File: src/shared/ebarb_cfg.svh
// Purpose: offsets, field positions, reset values and counts for ebarb
// Assumes: 32-bit AXI4-Lite register bus, byte addresses
// Notes: definitions only
`ifndef EBARB_CFG_SVH
`define EBARB_CFG_SVH
`define EBARB_OFF_CTRL 4'h0
`define EBARB_OFF_WCR 4'h4
`define EBARB_OFF_STAT 4'h8
`define EBARB_CTRL_PSM 0
`define EBARB_CTRL_RASD 1
`define EBARB_CTRL_RST 32'h0000_0000
`define EBARB_WCR_RST 32'h0000_0000
`define EBARB_WCR_DMA_LSB 21
`define EBARB_IW_W 3
`define EBARB_AREAS 3'h7
`define EBARB_PSM_AREA 3'h2
`define EBARB_GAP_MAX 4'hf
`define EBARB_STRAP_AGE 2'h2
`define EBARB_RESP_OK 2'h0
`define EBARB_RESP_ERR 2'h2
`endif

File: src/shared/ebarb_pkg.sv
// Purpose: types shared by the arbitration block
// Assumes: nothing
// Notes: register state travels as one packed struct
package ebarb_pkg;
    typedef enum logic [3:0] {
        ST_FLOAT, ST_OWN, ST_IWAIT, ST_CYCLE, ST_RIW, ST_PRECH,
        ST_NEG, ST_GRANT, ST_REL, ST_REACQ, ST_SREQ
    } ebarb_state_e;
    typedef enum logic [1:0] {OWN_NONE, OWN_CPU, OWN_DMA, OWN_REF} ebarb_owner_e;
    // one bus access request from an internal master
    typedef struct packed {
        logic valid;
        logic [2:0] area;
        logic write;
        logic lock;
        logic single_io2mem;
    } ebarb_req_s;
    typedef struct packed {
        ebarb_state_e st;
        ebarb_owner_e owner;
        ebarb_req_s cur;
        logic prev_valid;
        logic prev_write;
        logic [2:0] prev_area;
        logic [3:0] gap;
        logic [3:0] cnt;
        logic lock;
        logic acq;
        logic refresh_after;
        logic slave_mode;
        logic strap_done;
        logic [1:0] strap_cnt;
        logic psm;
        logic ras_down;
        logic [31:0] wcr;
        logic grant_n;
        logic sreq_n;
        logic ctrl_oe_n;
        logic bus_oe_n;
        logic ctrl_neg;
        logic start;
        logic pre_cmd;
        logic pre_all;
        logic aw_got;
        logic [3:0] aw_addr;
        logic w_got;
        logic [31:0] w_data;
        logic [3:0] w_strb;
        logic awrdy;
        logic wrdy;
        logic arrdy;
        logic bvalid;
        logic [1:0] bresp;
        logic rvalid;
        logic [31:0] rdata;
        logic [1:0] rresp;
        logic [1:0] bus_request_n_sync;
        logic [1:0] ack_sync;
        logic [1:0] mode_sync;
    } ebarb_state_s;
endpackage

File: src/ebarb_top.sv
// Purpose: external bus arbitration and inter-cycle idle wait insertion
// Assumes: memory side reports cycle_done, bank_open and precharge_done
// Notes: dma acks and sdram cke live elsewhere and are never floated here
`timescale 1ns/1ps
`include "ebarb_cfg.svh"
module ebarb_top (
    input wire logic mclk,
    input wire logic rstn,
    input wire logic [3:0] s_axi_awaddr,
    input wire logic s_axi_awvalid,
    output logic s_axi_awready,
    input wire logic [31:0] s_axi_wdata,
    input wire logic [3:0] s_axi_wstrb,
    input wire logic s_axi_wvalid,
    output logic s_axi_wready,
    output logic [1:0] s_axi_bresp,
    output logic s_axi_bvalid,
    input wire logic s_axi_bready,
    input wire logic [3:0] s_axi_araddr,
    input wire logic s_axi_arvalid,
    output logic s_axi_arready,
    output logic [31:0] s_axi_rdata,
    output logic [1:0] s_axi_rresp,
    output logic s_axi_rvalid,
    input wire logic s_axi_rready,
    input wire ebarb_pkg::ebarb_req_s cpu_req,
    input wire ebarb_pkg::ebarb_req_s dma_req,
    input wire logic refresh_req,
    input wire logic cycle_done,
    input wire logic bank_open,
    input wire logic precharge_done,
    input wire logic bus_request_n,
    input wire logic slave_ack_n,
    input wire logic mode_slave,
    output logic bus_grant_n,
    output logic slave_req_n,
    output logic ctrl_oe_n,
    output logic bus_oe_n,
    output logic ctrl_negate,
    output logic cycle_start,
    output ebarb_pkg::ebarb_owner_e cycle_owner,
    output ebarb_pkg::ebarb_req_s cycle_req,
    output logic precharge_cmd,
    output logic precharge_all_command
);
    ebarb_pkg::ebarb_state_s r, n;
    ebarb_pkg::ebarb_req_s sel;
    ebarb_pkg::ebarb_owner_e sel_own;
    logic bus_request_n_on, ext_go, ref_go, dma_ok, cpu_ok, acc_go;
    logic coll, slv_sel, slv_cur, pre_need;
    logic [3:0] iw_sel, need, rel_need;
    logic [31:0] ctrl_wr;

    // ***************************************
    // helpers
    // ***************************************
    function automatic logic [2:0] area_iw(input logic [31:0] w, input logic [2:0] a);
        if (a == `EBARB_AREAS) begin
            return 3'h0;
        end
        return w[32'(a) * `EBARB_IW_W +: `EBARB_IW_W];
    endfunction

    function automatic logic [3:0] sat_sub(input logic [3:0] a, input logic [3:0] b);
        return (a > b) ? 4'(a - b) : 4'h0;
    endfunction

    function automatic logic [31:0] merge(input logic [31:0] o, input logic [31:0] d,
                                          input logic [3:0] s);
        logic [31:0] m;
        m = o;
        for (int i = 0; i < 4; i++) begin
            if (s[i]) begin
                m[i*8 +: 8] = d[i*8 +: 8];
            end
        end
        return m;
    endfunction

    // ***************************************
    // arbitration decision terms
    // ***************************************
    // only the second synchroniser stage is ever looked at
    assign bus_request_n_on = !r.bus_request_n_sync[1];
    // external requester only in plain master mode, never inside a lock
    assign ext_go = r.strap_done && !r.slave_mode && !r.psm && bus_request_n_on && !r.lock;
    assign ref_go = refresh_req && !r.lock && !r.slave_mode;
    assign dma_ok = dma_req.valid && (!r.lock || r.owner == ebarb_pkg::OWN_DMA);
    assign cpu_ok = cpu_req.valid && (!r.lock || r.owner == ebarb_pkg::OWN_CPU);
    // fixed order: external, refresh, dma, cpu
    assign acc_go = !ext_go && !ref_go && (dma_ok || cpu_ok);
    assign sel = dma_ok ? dma_req : cpu_req;
    assign sel_own = dma_ok ? ebarb_pkg::OWN_DMA : ebarb_pkg::OWN_CPU;
    // write-write and same-area read-read never turn the data bus round
    assign coll = r.prev_valid && !(r.prev_write && sel.write)
        && !(!r.prev_write && !sel.write && sel.area == r.prev_area);
    // single io-to-memory dma takes the dma field, dual dma the area field
    assign iw_sel = sel.single_io2mem ? r.wcr[`EBARB_WCR_DMA_LSB +: 4]
        : {1'b0, area_iw(r.wcr, r.prev_area)};
    assign need = coll ? sat_sub(iw_sel, r.gap) : 4'h0;
    assign rel_need = (r.prev_valid && !r.prev_write)
        ? sat_sub({1'b0, area_iw(r.wcr, r.prev_area)}, r.gap) : 4'h0;
    assign slv_sel = r.slave_mode || (r.psm && sel.area == `EBARB_PSM_AREA);
    assign slv_cur = r.slave_mode || (r.psm && r.cur.area == `EBARB_PSM_AREA);
    assign pre_need = r.ras_down || bank_open;

    // ***************************************
    // next state
    // ***************************************
    always_comb begin
        n = r;
        ctrl_wr = 32'h0000_0000;
        n.start = 1'b0;
        n.pre_cmd = 1'b0;
        n.bus_request_n_sync = {r.bus_request_n_sync[0], bus_request_n};
        n.ack_sync = {r.ack_sync[0], slave_ack_n};
        n.mode_sync = {r.mode_sync[0], mode_slave};
        unique case (r.st)
            ebarb_pkg::ST_FLOAT: begin
                if (!r.strap_done) begin
                    // strap caught only after it has crossed both stages
                    n.strap_cnt = 2'(r.strap_cnt + 2'h1);
                    if (r.strap_cnt == `EBARB_STRAP_AGE) begin
                        n.strap_done = 1'b1;
                        n.slave_mode = r.mode_sync[1];
                        if (!r.mode_sync[1]) begin
                            n.ctrl_oe_n = 1'b0;
                            n.st = ebarb_pkg::ST_REACQ;
                        end
                    end
                end else if (cpu_req.valid || dma_req.valid) begin
                    n.sreq_n = 1'b0;
                    n.st = ebarb_pkg::ST_SREQ;
                end
            end
            ebarb_pkg::ST_SREQ: begin
                if (!r.ack_sync[1]) begin
                    n.acq = 1'b1;
                    if (r.slave_mode) begin
                        n.ctrl_oe_n = 1'b0;
                        n.st = ebarb_pkg::ST_REACQ;
                    end else begin
                        n.st = ebarb_pkg::ST_OWN;
                    end
                end
            end
            ebarb_pkg::ST_OWN: begin
                if (r.gap != `EBARB_GAP_MAX) begin
                    n.gap = 4'(r.gap + 4'h1);
                end
                if (ext_go) begin
                    n.cnt = rel_need;
                    n.st = (rel_need != 4'h0) ? ebarb_pkg::ST_RIW
                        : pre_need ? ebarb_pkg::ST_PRECH : ebarb_pkg::ST_NEG;
                end else if (ref_go) begin
                    n.owner = ebarb_pkg::OWN_REF;
                    n.lock = 1'b0;
                    n.refresh_after = r.ras_down;
                    n.st = r.ras_down ? ebarb_pkg::ST_PRECH : ebarb_pkg::ST_CYCLE;
                end else if (acc_go && slv_sel && !r.acq) begin
                    n.sreq_n = 1'b0;
                    n.st = ebarb_pkg::ST_SREQ;
                end else if (acc_go) begin
                    n.cur = sel;
                    n.owner = sel_own;
                    n.lock = sel.lock;
                    n.cnt = need;
                    n.st = (need != 4'h0) ? ebarb_pkg::ST_IWAIT : ebarb_pkg::ST_CYCLE;
                end else if (r.acq && !r.lock) begin
                    n.cnt = rel_need;
                    n.st = (rel_need != 4'h0) ? ebarb_pkg::ST_RIW
                        : pre_need ? ebarb_pkg::ST_PRECH : ebarb_pkg::ST_NEG;
                end
            end
            ebarb_pkg::ST_IWAIT: begin
                n.cnt = 4'(r.cnt - 4'h1);
                if (r.cnt == 4'h1) begin
                    n.st = ebarb_pkg::ST_CYCLE;
                end
            end
            ebarb_pkg::ST_CYCLE: begin
                if (cycle_done) begin
                    n.gap = 4'h0;
                    if (r.owner != ebarb_pkg::OWN_REF) begin
                        n.prev_valid = 1'b1;
                        n.prev_write = r.cur.write;
                        n.prev_area = r.cur.area;
                    end
                    n.st = ebarb_pkg::ST_OWN;
                    // slave-type access gives the bus back unless locked
                    if (!r.lock && slv_cur && r.owner != ebarb_pkg::OWN_REF) begin
                        n.cnt = rel_need;
                        n.st = (rel_need != 4'h0) ? ebarb_pkg::ST_RIW
                            : pre_need ? ebarb_pkg::ST_PRECH : ebarb_pkg::ST_NEG;
                    end
                end
            end
            ebarb_pkg::ST_RIW: begin
                n.cnt = 4'(r.cnt - 4'h1);
                if (r.cnt == 4'h1) begin
                    n.st = pre_need ? ebarb_pkg::ST_PRECH : ebarb_pkg::ST_NEG;
                end
            end
            ebarb_pkg::ST_PRECH: begin
                // release waits for precharge to complete
                if (precharge_done) begin
                    n.refresh_after = 1'b0;
                    n.st = r.refresh_after ? ebarb_pkg::ST_CYCLE : ebarb_pkg::ST_NEG;
                end
            end
            ebarb_pkg::ST_NEG: begin
                if (r.slave_mode || r.psm) begin
                    n.sreq_n = 1'b1;
                    n.acq = 1'b0;
                end else begin
                    n.grant_n = 1'b0;
                end
                n.st = ebarb_pkg::ST_GRANT;
            end
            ebarb_pkg::ST_GRANT: begin
                if (r.psm) begin
                    n.st = ebarb_pkg::ST_OWN;
                end else begin
                    n.ctrl_oe_n = 1'b1;
                    n.bus_oe_n = 1'b1;
                    n.st = r.slave_mode ? ebarb_pkg::ST_FLOAT : ebarb_pkg::ST_REL;
                end
            end
            ebarb_pkg::ST_REL: begin
                // refresh deferred; ask the requester to hand the bus back
                if (refresh_req) begin
                    n.grant_n = 1'b1;
                end
                if (!bus_request_n_on) begin
                    n.grant_n = 1'b1;
                    n.ctrl_oe_n = 1'b0;
                    n.st = ebarb_pkg::ST_REACQ;
                end
            end
            ebarb_pkg::ST_REACQ: begin
                n.bus_oe_n = 1'b0;
                n.st = ebarb_pkg::ST_OWN;
            end
            default: begin
                n.st = ebarb_pkg::ST_FLOAT;
            end
        endcase
        // entry actions shared by several paths
        if (n.st == ebarb_pkg::ST_PRECH && r.st != ebarb_pkg::ST_PRECH) begin
            n.pre_cmd = 1'b1;
            n.pre_all = r.ras_down;
        end
        if (n.st == ebarb_pkg::ST_NEG) begin
            n.ctrl_neg = 1'b1;
        end
        if (n.st == ebarb_pkg::ST_CYCLE && r.st != ebarb_pkg::ST_CYCLE) begin
            n.start = 1'b1;
            n.ctrl_neg = 1'b0;
        end

        // register bus: finish answers first, then accept new items
        if (r.bvalid && s_axi_bready) begin
            n.bvalid = 1'b0;
        end
        if (r.rvalid && s_axi_rready) begin
            n.rvalid = 1'b0;
        end
        if (s_axi_awvalid && r.awrdy) begin
            n.aw_got = 1'b1;
            n.aw_addr = s_axi_awaddr;
        end
        if (s_axi_wvalid && r.wrdy) begin
            n.w_got = 1'b1;
            n.w_data = s_axi_wdata;
            n.w_strb = s_axi_wstrb;
        end
        if (n.aw_got && n.w_got && !n.bvalid) begin
            n.aw_got = 1'b0;
            n.w_got = 1'b0;
            n.bvalid = 1'b1;
            n.bresp = `EBARB_RESP_OK;
            unique case (n.aw_addr)
                `EBARB_OFF_CTRL: begin
                    // a function result cannot be indexed, so merge into a word first
                    ctrl_wr = merge({30'h0, r.ras_down, r.psm}, n.w_data, n.w_strb);
                    n.psm = ctrl_wr[`EBARB_CTRL_PSM];
                    n.ras_down = ctrl_wr[`EBARB_CTRL_RASD];
                end
                `EBARB_OFF_WCR: n.wcr = merge(r.wcr, n.w_data, n.w_strb);
                default: n.bresp = `EBARB_RESP_ERR;
            endcase
        end
        if (s_axi_arvalid && r.arrdy) begin
            n.rvalid = 1'b1;
            n.rresp = `EBARB_RESP_OK;
            unique case (s_axi_araddr)
                `EBARB_OFF_CTRL: n.rdata = {30'h0, r.ras_down, r.psm};
                `EBARB_OFF_WCR: n.rdata = r.wcr;
                `EBARB_OFF_STAT: n.rdata = {18'h0, r.acq, r.slave_mode, r.prev_write,
                    r.prev_area, refresh_req, !r.grant_n, r.owner, r.st};
                default: begin
                    n.rdata = 32'h0000_0000;
                    n.rresp = `EBARB_RESP_ERR;
                end
            endcase
        end
        n.awrdy = !n.aw_got && !n.bvalid;
        n.wrdy = !n.w_got && !n.bvalid;
        n.arrdy = !n.rvalid;
    end

    // ***************************************
    // state register
    // ***************************************
    always_ff @(posedge mclk) begin
        if (!rstn) begin
            r <= '0;
            r.grant_n <= 1'b1;
            r.sreq_n <= 1'b1;
            r.ctrl_oe_n <= 1'b1;
            r.bus_oe_n <= 1'b1;
            r.ctrl_neg <= 1'b1;
            r.wcr <= `EBARB_WCR_RST;
            r.bus_request_n_sync <= 2'h3;
            r.ack_sync <= 2'h3;
        end else begin
            r <= n;
        end
    end

    // outputs straight from the state register
    assign s_axi_awready = r.awrdy;
    assign s_axi_wready = r.wrdy;
    assign s_axi_bvalid = r.bvalid;
    assign s_axi_bresp = r.bresp;
    assign s_axi_arready = r.arrdy;
    assign s_axi_rvalid = r.rvalid;
    assign s_axi_rdata = r.rdata;
    assign s_axi_rresp = r.rresp;
    assign bus_grant_n = r.grant_n;
    assign slave_req_n = r.sreq_n;
    assign ctrl_oe_n = r.ctrl_oe_n;
    assign bus_oe_n = r.bus_oe_n;
    assign ctrl_negate = r.ctrl_neg;
    assign cycle_start = r.start;
    assign cycle_owner = r.owner;
    assign cycle_req = r.cur;
    assign precharge_cmd = r.pre_cmd;
    assign precharge_all_command = r.pre_all;

    // ***************************************
    // checks
    // ***************************************
    property p_float_after_grant;
        @(posedge mclk) disable iff (!rstn)
        $fell(r.grant_n) |=> r.bus_oe_n && r.ctrl_oe_n;
    endproperty
    a_float_after_grant: assert property (p_float_after_grant)
        else $error("bus not floated one edge after grant");

    property p_reacquire;
        @(posedge mclk) disable iff (!rstn)
        (r.st == ebarb_pkg::ST_REL && r.bus_request_n_sync[1])
            |=> r.grant_n && !r.ctrl_oe_n && r.bus_oe_n ##1 !r.bus_oe_n;
    endproperty
    a_reacquire: assert property (p_reacquire)
        else $error("re-acquire order wrong");

    property p_refresh_withdraw;
        @(posedge mclk) disable iff (!rstn)
        (r.st == ebarb_pkg::ST_REL && refresh_req) |=> r.grant_n;
    endproperty
    a_refresh_withdraw: assert property (p_refresh_withdraw)
        else $error("grant kept during pending refresh");

    property p_negated_first;
        @(posedge mclk) disable iff (!rstn)
        $fell(r.grant_n) |-> r.ctrl_neg && $past(r.ctrl_neg) && !r.ctrl_oe_n;
    endproperty
    a_negated_first: assert property (p_negated_first)
        else $error("controls not negated before release");

    property p_lock_held;
        @(posedge mclk) disable iff (!rstn)
        (r.st == ebarb_pkg::ST_OWN && r.lock)
            |=> r.st inside {ebarb_pkg::ST_OWN, ebarb_pkg::ST_IWAIT, ebarb_pkg::ST_CYCLE};
    endproperty
    a_lock_held: assert property (p_lock_held)
        else $error("bus released or refreshed inside a locked sequence");

    property p_no_ww_idle;
        @(posedge mclk) disable iff (!rstn)
        (r.st == ebarb_pkg::ST_OWN && acc_go && !slv_sel && r.prev_write && sel.write)
            |=> r.st == ebarb_pkg::ST_CYCLE && r.start;
    endproperty
    a_no_ww_idle: assert property (p_no_ww_idle)
        else $error("idle inserted between writes");

    property p_idle_end;
        @(posedge mclk) disable iff (!rstn)
        (r.st == ebarb_pkg::ST_IWAIT && r.cnt == 4'h1) |=> r.start ##1 !r.start;
    endproperty
    a_idle_end: assert property (p_idle_end)
        else $error("access not started after idle count");

    property p_release_after_idle;
        @(posedge mclk) disable iff (!rstn)
        (r.st == ebarb_pkg::ST_RIW) |-> r.grant_n && r.sreq_n == $past(r.sreq_n);
    endproperty
    a_release_after_idle: assert property (p_release_after_idle)
        else $error("bus given away during idle waits");

    property p_precharge_all_command_refresh;
        @(posedge mclk) disable iff (!rstn)
        (r.st == ebarb_pkg::ST_OWN && !ext_go && ref_go && r.ras_down)
            |=> r.pre_cmd && r.pre_all && !r.start;
    endproperty
    a_precharge_all_command_refresh: assert property (p_precharge_all_command_refresh)
        else $error("no precharge-all before refresh");

    property p_prech_wait;
        @(posedge mclk) disable iff (!rstn)
        (r.st == ebarb_pkg::ST_PRECH && !precharge_done) |=> r.st == ebarb_pkg::ST_PRECH;
    endproperty
    a_prech_wait: assert property (p_prech_wait)
        else $error("left precharge before it completed");

    property p_psm_driven;
        @(posedge mclk) disable iff (!rstn)
        (r.psm && r.st == ebarb_pkg::ST_GRANT) |=> !r.bus_oe_n && !r.ctrl_oe_n;
    endproperty
    a_psm_driven: assert property (p_psm_driven)
        else $error("partial-sharing bus floated");
endmodule

File: config.mk
export PLATFORM = sky130hd
export DESIGN_NAME = ebarb_top
export DESIGN_NICKNAME = d
export VERILOG_FILES = /design/src/shared/ebarb_pkg.sv /design/src/ebarb_top.sv
export VERILOG_INCLUDE_DIRS = /design/src /design/src/shared
export SDC_FILE = /design/constraint.sdc
export NUM_CORES = 1
export LEC_CHECK = 0
export CORE_ASPECT_RATIO = 2
export CORE_MARGIN = 4
export CORE_UTILIZATION = 51
export CTS_CLUSTER_SIZE = 10
export DETAILED_ROUTE_END_ITERATION = 6
export DONT_BUFFER_PORTS = 1
export MAX_ROUTING_LAYER = met4
export PLACE_DENSITY = 0.63
export SETUP_SLACK_MARGIN = 0.3
export SLEW_MARGIN = 0
export SYNTH_ARGS = -nofsm -noshare
export SYNTH_HDL_FRONTEND = slang
export SYNTH_SLANG_ARGS = --single-unit
File: constraint.sdc
create_clock -name mclk -period 6.49 [get_ports mclk]
set_input_delay 0.3245 -clock mclk [delete_from_list [all_inputs] [get_ports mclk]]
set_output_delay 0.3245 -clock mclk [all_outputs]
set_load 0.01 [all_outputs]
======== After elaboration in Yosys (flattened, before gate mapping) ========
Index checks and enable logic that the tools add are counted.
word-level totals
  flip-flop bits (word level) ............. 164
  bits of input ports ..................... 72
  output and inout bits ................... 58
  word-level logic and storage cells ...... 300
cells by class
  $add $sub $neg .......................... 5
  $mul .................................... 1
  order comparisons ....................... 2
  equality and inequality tests ........... 52
  shifts and indexed selects .............. 1
  muxes and demuxes ....................... 92
  bitwise gates (word level) .............. 4
  reductions and logical operators ........ 95
operators by type and width
  operator            number
  $mux 4              30
  $pmux 32 s3         1
  $pmux 4 s11         1
  $ne 2x2->1 const B  21
  $mux 37             1
  $mux 35             1
  $logic_and 1x1->1   34
  $eq 4x3->1 const B  8
  $shiftx 32x6->3     1
  $mux 1              30
  $reduce_and 3->1    10
  $mux 3              6
  $mux 9              2
  $logic_not 1->1     17
  $eq 4x4->1 const B  4
  $mux 2              7
  $reduce_bool 2->1   7
  $eq 4x2->1 const B  3
  $logic_not 4->1     3
  $pmux 4 s3          1
  $reduce_bool 4->1   3
  $mux 5              2
  $ne 3x3->1 const B  3
  $eq 4x1->1 const B  2
  other kinds (34)    54

======== Longest topological paths before layout ========
Gate-level depths: netlist of run 1.
  word-level depth ........................ 20
  gate-level depth with buffers ........... 18
  mapped depth without buffers ............ 17

======== Worst setup path before layout of run 1 ========
OpenSTA, ideal clock, no wires.
  kind .................................... register -> register
  start point ............................. reg r (netlist bit cycle_owner[1])
  end point ............................... reg r[140] (netlist bit)
  library setup time ...................... 0.070 ns
  data arrival time ....................... 3.333 ns
  setup slack ............................. 3.087 ns
  stages on the path, launching flop included .. 16
  buffers on the path ..................... 0
  period minus slack after synthesis ...... 3.403 ns
  cell sequence ........................... dfxtp_1 > nand2b_4 > a21oi_4 > mux2i_1 > o21ai_0 > ha_1 > fa_1 > nand2b_1 > a21boi_0 > o21ai_0 > a21oi_1 > nand2_1 > or3_1 > o32ai_1 > o21ai_1 > a21oi_1
between the ends
  longest elaborated chain between the ends .. 15
  elaborated cells between the ends (all ways) .. 39
  those cells by class .................... add/sub: 1; order compare: 1; eq/ne: 8; mux: 9; reduce/logical: 20
RTL lines
  what                                                                  RTL line          RTL
  start, declared                                                       ebarb_top.sv:46   ebarb_pkg::ebarb_state_s r, n;
  start signal, assigned                                                ebarb_top.sv:327  r <= n;
  parallel branches: the longest is 15 deep, another holds $sub 4x4->4  n/a
Several ways; the timed one is not identified. The select of a mux whose other input is x is not followed.
A chain may end at the register's enable or synchronous reset.

======== Final worst setup path of run 1 ========
  start point ............................. reg r[160] (netlist bit)
  end point ............................... reg r (netlist bit cycle_req[0])
between the ends
  longest elaborated chain between the ends .. 2
RTL lines
  what                               RTL line          RTL
  $eq 4x1->1                         ebarb_top.sv:118  unique case (r.st)
  $reduce_and 5->1 (no source line)  n/a
Every way passes these cells.

==> results of run 1 <==
[worst max-delay path, cell delays in order, from the launching register on]
cell	delay, ps
dfxtp_1	770
nand2b_1	290
or3_1	590
nor2_1	340
nand2_1	120
a21o_1	270
nor2_1	940
nor2_1	190
a211oi_1	460
[area by class of cell]
class                   instances  area (um^2)
repair buffers                  7        60.06
diodes                          1        2.502
clock buffers                  19        442.9
well taps                     195        244.0
multi-input cells             646         3926
clock inverters                13        126.4
fillers                      1390         6764
inverters                      23        88.84
flip-flops and latches        162         3243
[synth_stat cells, types with 5 or more instances]
master / instances / area share [%]
buf_4: 46 / 4.4
xnor2_1: 5 / 0.56
ha_1: 11 / 1.8
o211ai_1: 6 / 0.58
a31oi_1: 6 / 0.48
dfxtp_1: 162 / 42
nand4_1: 7 / 0.56
xor2_1: 5 / 0.56
inv_1: 23 / 1.1
nand2_1: 66 / 3.2
nor2_1: 166 / 8.0
nand2b_1: 12 / 0.97
a211oi_1: 43 / 4.2
o21ai_0: 32 / 2.1
nor3_1: 14 / 0.90
clkbuf_1: 42 / 2.0
nor2b_1: 11 / 0.89
nand3_1: 27 / 1.7
a21oi_1: 74 / 4.8
a22oi_1: 14 / 1.4
nor3b_1: 6 / 0.58
and2_1: 9 / 0.72
mux2i_1: 53 / 6.8
[flip-flops by register name, indices dropped and copies added (netlist names), 2 cells and up]
| signal | cells |
|---|---|
| cycle_owner | 2 |
| s_axi_rdata | 32 |
| n | 3 |
| r | 103 |
| cycle_req | 7 |
[how the worst max path moves through the flow]
stage | from | endpoint | slack [ps] | cells after the start
finish | r[160] | cycle_req[0] | 2380 | 8
global route | cycle_owner[1] | r[138] | 2120 | 13
CTS | cycle_owner[1] | r[138] | 2430 | 13
detailed placement | cycle_owner[1] | r[138] | 2430 | 13
global placement | cycle_owner[1] | r[138] | 2550 | 13
floorplan | cycle_owner[1] | r[140] | 3090 | 15
[routing by layer]
layer,part of all wire [%],wire (um)
met5,0,0
met4,7.5,1931
met3,5.1,1307
met2,55,14070
met1,33,8417
[power groups by stage]
| stage | sequential [mW] | clock [mW] | combinational, mW |
|---|---|---|---|
| final | 1.18 | 0.959 | 0.627 |
| after CTS | 1.17 | 0.980 | 0.619 |
| after global routing | 1.18 | 1.02 | 0.697 |
| after global placement | 1.19 | 0 | 0.604 |
| after floorplan | 1.13 | 0 | 0.507 |
| after detailed placement | 1.20 | 0 | 0.613 |
[per-stage QoR]
step / power, mW / cells / hold WS [ps] / area [um^2]
global placement: 1.798 / 1030 / 389.4 / 7532
CTS: 2.773 / 1065 / 2.975 / 8132
finish: 2.763 / 1066 / 19.99 / 8134
global route: 2.899 / 1066 / 7.397 / 8134
detailed placement: 1.808 / 1030 / 401.9 / 7532
floorplan: 1.632 / 925 / 386.3 / 7772
[cells by family after synthesis]
family / synth area share (%)
flip-flops: 41.75
multiplexers: 8.520
XOR/XNOR: 1.127
AND/OR/NAND/NOR: 20.12
adder cells (fa/ha/maj): 2.158
other: 0.04827
AO/OA/AOI/OAI: 18.34
buffers and inverters: 7.940
==> flow_metrics.env, run 1 <==
export IMPL_drive_above_1_share_pct=7.011
export IMPL_regToRegStartpoint="r[160]"
export IMPL_tightestPinTransition_ps=1201
export IMPL_hold_viol=0
export IMPL_clock_fmax_mhz=243.1
export IMPL_finClkSkew_ps=7.116
export IMPL_core_area_mm2=0.01490
export IMPL_peakVddDrop_mv=0.2140
export IMPL_grt_setup_unrepaired="no"
export IMPL_setup_ws_ps=2377
export IMPL_clk_path_buf_depth=2
export IMPL_slew_headroom_pct=19.62
export IMPL_rrSetupSlack_ps=2380
export IMPL_slew_violations=0
export IMPL_mappedNetlistArea_mm2=0.007769
export IMPL_internal_power_mw=1.829
export IMPL_syn_area_per_cell_um2=8.408
export IMPL_pwr_share_comb_pct=22.7
export IMPL_dieArea_mm2=0.01739
export IMPL_cts_root_buffer="clkbuf_16"
export IMPL_synth_warnings=0
export IMPL_detail_route_wl_per_cell_um=24.14
export IMPL_clk_pin_slew_ps=70
export IMPL_route_vias_total=6446
export IMPL_grt_overflow=0
export IMPL_mostFrequentLayoutCell="nor2_1"
export IMPL_synthArstFlopShare_pct=0
export IMPL_fin_nets=941
export IMPL_busiest_layer="met2"
export IMPL_post_cts_buffers=0
export IMPL_grt_pass1_vias=6534
export IMPL_row_count=63
export IMPL_yosys_cell_types_count=73
export IMPL_ctsHoldBuffers=3
export IMPL_cts_tree="done"
export IMPL_port_buffers=0
export IMPL_firstDrtPassIters=4
export IMPL_clkPwrFrac_pct=34.7
export IMPL_syn_inst=924
export IMPL_dominantRegCellSynth="dfxtp_1"
export IMPL_ant_nets=0
export IMPL_dieHeight_um=182.5
export IMPL_clock_latency_ps=430
export IMPL_clock_sinks=162
export IMPL_gpl_final_weighted_congestion=1.004
export IMPL_syn2layout_area_growth_pct=4.703
export IMPL_crit_path_start_kind="register"
export IMPL_arrival_ps=4400
export IMPL_wirelength_um=25730
export IMPL_r2r_end="cycle_req[0]"
export IMPL_min_path_type="in2reg"
export IMPL_fin_util_pct=54.60
export IMPL_grt_max_degree=88
export IMPL_worstHoldStart="rstn"
export IMPL_drv_max_cap_violation_count=0
export IMPL_pre_cts_ws_ps=2431
export IMPL_setup_viol_count_final=0
export IMPL_period_minus_slack_ps=4113
export IMPL_die_x_um=95.27
export IMPL_power_density_mw_per_mm2=339.7
export IMPL_hpwl_um=19900
export IMPL_p_leak_nw=3.008
export IMPL_ys_ff_latch=162
export IMPL_min_path_cells=1
export IMPL_final_cell_mix="nor2_1, dfxtp_1, a21oi_1, nand2_1, mux2i_1"
export IMPL_numCtsBuffers=17
export IMPL_viasPerCell=6.047
export IMPL_drc=0
export IMPL_htree_levels=4
export IMPL_antenna_found_initial=1
export IMPL_p_sw_share_pct=33.80
export IMPL_use_met3_pct=6.477
export IMPL_grt_use_met2_pct=55.15
export IMPL_cp_max_fo=16
export IMPL_initial_core_util_pct=52.15
export IMPL_power_frac_seq_pct=42.6
export IMPL_reg2reg_depth=8
export IMPL_synth_edf_count=0
export IMPL_crit_type="reg2reg"
export IMPL_p_sw_uw=934.1
export IMPL_hold_path_endpoint="s_axi_bvalid"
export IMPL_io_pins=130
export IMPL_grt_pass1_wl_um=38740
export IMPL_outcome="completed"
export IMPL_grtUsageTotal_pct=31.52
export IMPL_drt_iter0_markers=328
export IMPL_met1_usage_pct=29.20
export IMPL_cp_required_ps=6770
export IMPL_end_kind="register"
export IMPL_period_share_pct=63.37
export IMPL_final_setup_tns_ps=0
export IMPL_yosysSeqAreaShare_pct=41.75
export IMPL_cts_repair_resized=0
No activity file was read; power rests on OpenSTA's default activity.
==> run 2: changes to the inputs <==
- ABC_AREA: unset -> 1
- PLACE_DENSITY: 0.63 -> 0.66
- clock period: 6.49 -> 3.77 ns (I/O delays scaled with it)
==> flow_metrics.env, run 2 <==
export IMPL_synthTopCellsByArea="dfxtp_1, nand2_1, a21oi_1"
export IMPL_initial_core_util_pct=51.99
export IMPL_slew_violations=0
export IMPL_arrival_ps=3430
export IMPL_route_vias_total=7011
export IMPL_drt_iter0_markers=316
export IMPL_syn2layout_area_growth_pct=12.48
export IMPL_period_share_pct=82.93
export IMPL_finalPower_mw=5.040
export IMPL_cts_root_buffer="clkbuf_16"
export IMPL_cp_required_ps=4080
export IMPL_grt_max_degree=72
export IMPL_ant_nets=0
export IMPL_dominantRegCellSynth="dfxtp_1"
export IMPL_dieArea_mm2=0.01777
export IMPL_cp_max_fo=10
export IMPL_period_minus_slack_ps=3126
export IMPL_final_cell_mix="nand2_1, dfxtp_1, inv_1, a21oi_1, nor2_1"
export IMPL_final_area_mm2=0.008944
export IMPL_htree_levels=4
export IMPL_final_setup_tns_ps=0
export IMPL_fillers=1480
export IMPL_grtUsageTotal_pct=27.54
export IMPL_setup_ws_ps=643.7
export IMPL_yosysSeqAreaShare_pct=40.79
export IMPL_drv_max_cap_violation_count=0
export IMPL_yosys_cell_types_count=56
export IMPL_reg2reg_depth=23
export IMPL_tightestPinTransition_ps=854.5
export IMPL_post_synth_top_count_cell="nand2_1"
export IMPL_grt_pass1_wl_um=35840
export IMPL_pre_cts_ws_ps=416.2
export IMPL_hold_viol=0
export IMPL_synth_common_cells="nand2_1, dfxtp_1, inv_1, a21oi_1, nor2_1"
export IMPL_min_path_cells=2
export IMPL_drc=0
export IMPL_viasPerCell=5.591
export IMPL_crit_type="reg2reg"
export IMPL_firstDrtPassIters=5
export IMPL_synth_edf_count=0
export IMPL_numCtsBuffers=17
export IMPL_antenna_found_initial=0
export IMPL_detail_route_wl_per_cell_um=18.40
export IMPL_hpwl_um=17420
export IMPL_mappedNetlistArea_mm2=0.007951
export IMPL_yosys_area_top_type="dfxtp_1"
export IMPL_clock_latency_ps=420
export IMPL_cts_tree="done"
export IMPL_finClkSkew_ps=11.44
export IMPL_grt_setup_unrepaired="no"
export IMPL_clock_fmax_mhz=319.9
export IMPL_dieHeight_um=184.6
export IMPL_r2r_end="precharge_all_command"
export IMPL_fin_nets=1128
export IMPL_regToRegStartpoint="cycle_owner[1]"
export IMPL_clk_pin_slew_ps=70
export IMPL_power_density_mw_per_mm2=563.5
export IMPL_largest_reg_flops=103
export IMPL_hold_path_endpoint="r[86]"
export IMPL_synthArstFlopShare_pct=0
export IMPL_synth_warnings=0
export IMPL_setup_viol_count_final=0
export IMPL_placed_area_mm2=0.007765
export IMPL_syn_inst=1051
export IMPL_mostFrequentLayoutCell="nand2_1"
export IMPL_port_buffers=0
export IMPL_gpl_final_weighted_congestion=0.9652
export IMPL_rrSetupSlack_ps=640
export IMPL_grt_pass1_vias=6900
export IMPL_synth_top_area_share_pct=40.79
export IMPL_io_pins=130
export IMPL_antenna_cells=0
export IMPL_wirelength_um=23080
export IMPL_end_kind="register"
export IMPL_min_path_type="in2reg"
export IMPL_syn_area_per_cell_um2=7.566
export IMPL_clock_sinks=162
export IMPL_grt_overflow=0
export IMPL_worstHoldStart="s_axi_awaddr[2]"
export IMPL_drive_above_1_share_pct=10.42
export IMPL_ys_ff_latch=162
export IMPL_outcome="completed"
export IMPL_slew_headroom_pct=41.56
export IMPL_largest_register="r"
export IMPL_die_x_um=96.29
export IMPL_peakVddDrop_mv=0.3211
export IMPL_core_area_mm2=0.01529
export IMPL_row_count=64
export IMPL_p_leak_nw=3.789
export IMPL_clk_path_buf_depth=2
export IMPL_crit_path_start_kind="register"
==> run 2: changes by cell type in the layout (fill, tap and decap cells not counted), sizes merged, moves of 20 or more <==
cell and change:
mux2i -20, nor2 -63, nand3 +21, a211oi -38, a21oi +41, dlygate4sd3 +45
inv +102, nand2 +103, o21ai +53
==> run 2: how the worst max path moves through the flow <==
| stage | to | from |
|---|---|---|
| finish | precharge_all_command | cycle_owner[1] |
| global route | precharge_all_command | r[146] |
| CTS | precharge_all_command | r[146] |
| detailed placement | precharge_all_command | r[146] |
| global placement | ctrl_negate | r[146] |
| floorplan | ctrl_negate | r[137] |
==> run 2: cells by family (layout without fill, tap and decap cells) <==
group | Yosys count | after routing | synth area share, %
muxes | 33 | 33 | 4.154
AOI/OAI and AO/OA | 268 | 268 | 19.84
DFF | 162 | 162 | 40.79
other | 1 | 2 | 0.04716
and+or+nand+nor | 359 | 359 | 20.30
buffers and inverters | 213 | 217 | 12.56
xor gates and xnor gates | 3 | 3 | 0.3305
adders and majority gates | 12 | 12 | 1.983
==> run 2: final cells by class <==
cell class / count / area, um^2 / share of cell area, %
Multi-Input combinational cell: 677 / 3732 / 41.73
Sequential cell: 162 / 3257 / 36.42
Timing Repair Buffer: 59 / 595.6 / 6.659
Inverter: 127 / 479.2 / 5.358
Clock buffer: 20 / 456.7 / 5.106
Tap cell: 198 / 247.7 / 2.770
Clock inverter: 11 / 175.2 / 1.959
==> run 2: layer usage <==
layer / vias to the layer above / GRT usage, % / part of all wire [%]
met5: - / - / 0
met3: 95 / 4.820 / 3.7
li1: 3444 / - / -
met2: 206 / 49.07 / 55
met1: 3266 / 25.39 / 34
met4: 0 / 19.79 / 7.8
==> run 2: through the flow <==
stage	std cells	hold WS (ps)	utilization [%]
2_1_floorplan	1052	286.1	-
3_3_place_gp	1172	280.1	50.77
3_5_place_dp	1172	281.8	50.77
4_1_cts	1252	21.98	58.22
5_1_grt	1254	29.12	58.48
6_report	1254	41.38	58.48
==> run 2: where the power goes <==
group / leakage, nW / switching [mW] / internal, mW
registers: 1.32 / 0.147 / 1.86
logic: 2.16 / 0.762 / 0.424
clock network: 0.304 / 0.698 / 1.15
total: 3.79 / 1.61 / 3.43
==> run 2: repair_timing <==
action	CTS	global route
buffers inserted	0	2
setup endpoints to repair	0	9
hold buffers	49	0
hold endpoints to repair	115	0
resized for setup	0	13
==> run 2: worst max-delay path: stages, from the launching register on <==
cell and delay (ps):
dfxtp_4 390, inv_2 60, o21ai_2 160, nand2_4 130
mux2i_1 140, buf_4 160, nand2_1 50, o21ai_0 90
ha_1 230, fa_2 360, nor2_1 120, a211oi_1 60
a41oi_1 200, inv_2 90, nor2_1 130, o21ai_1 90
nand3_1 90, nand2_1 50, nand2_1 50, nand2_1 60
nand2_2 80, nand2_2 60, nand3_1 90, a21oi_1 60
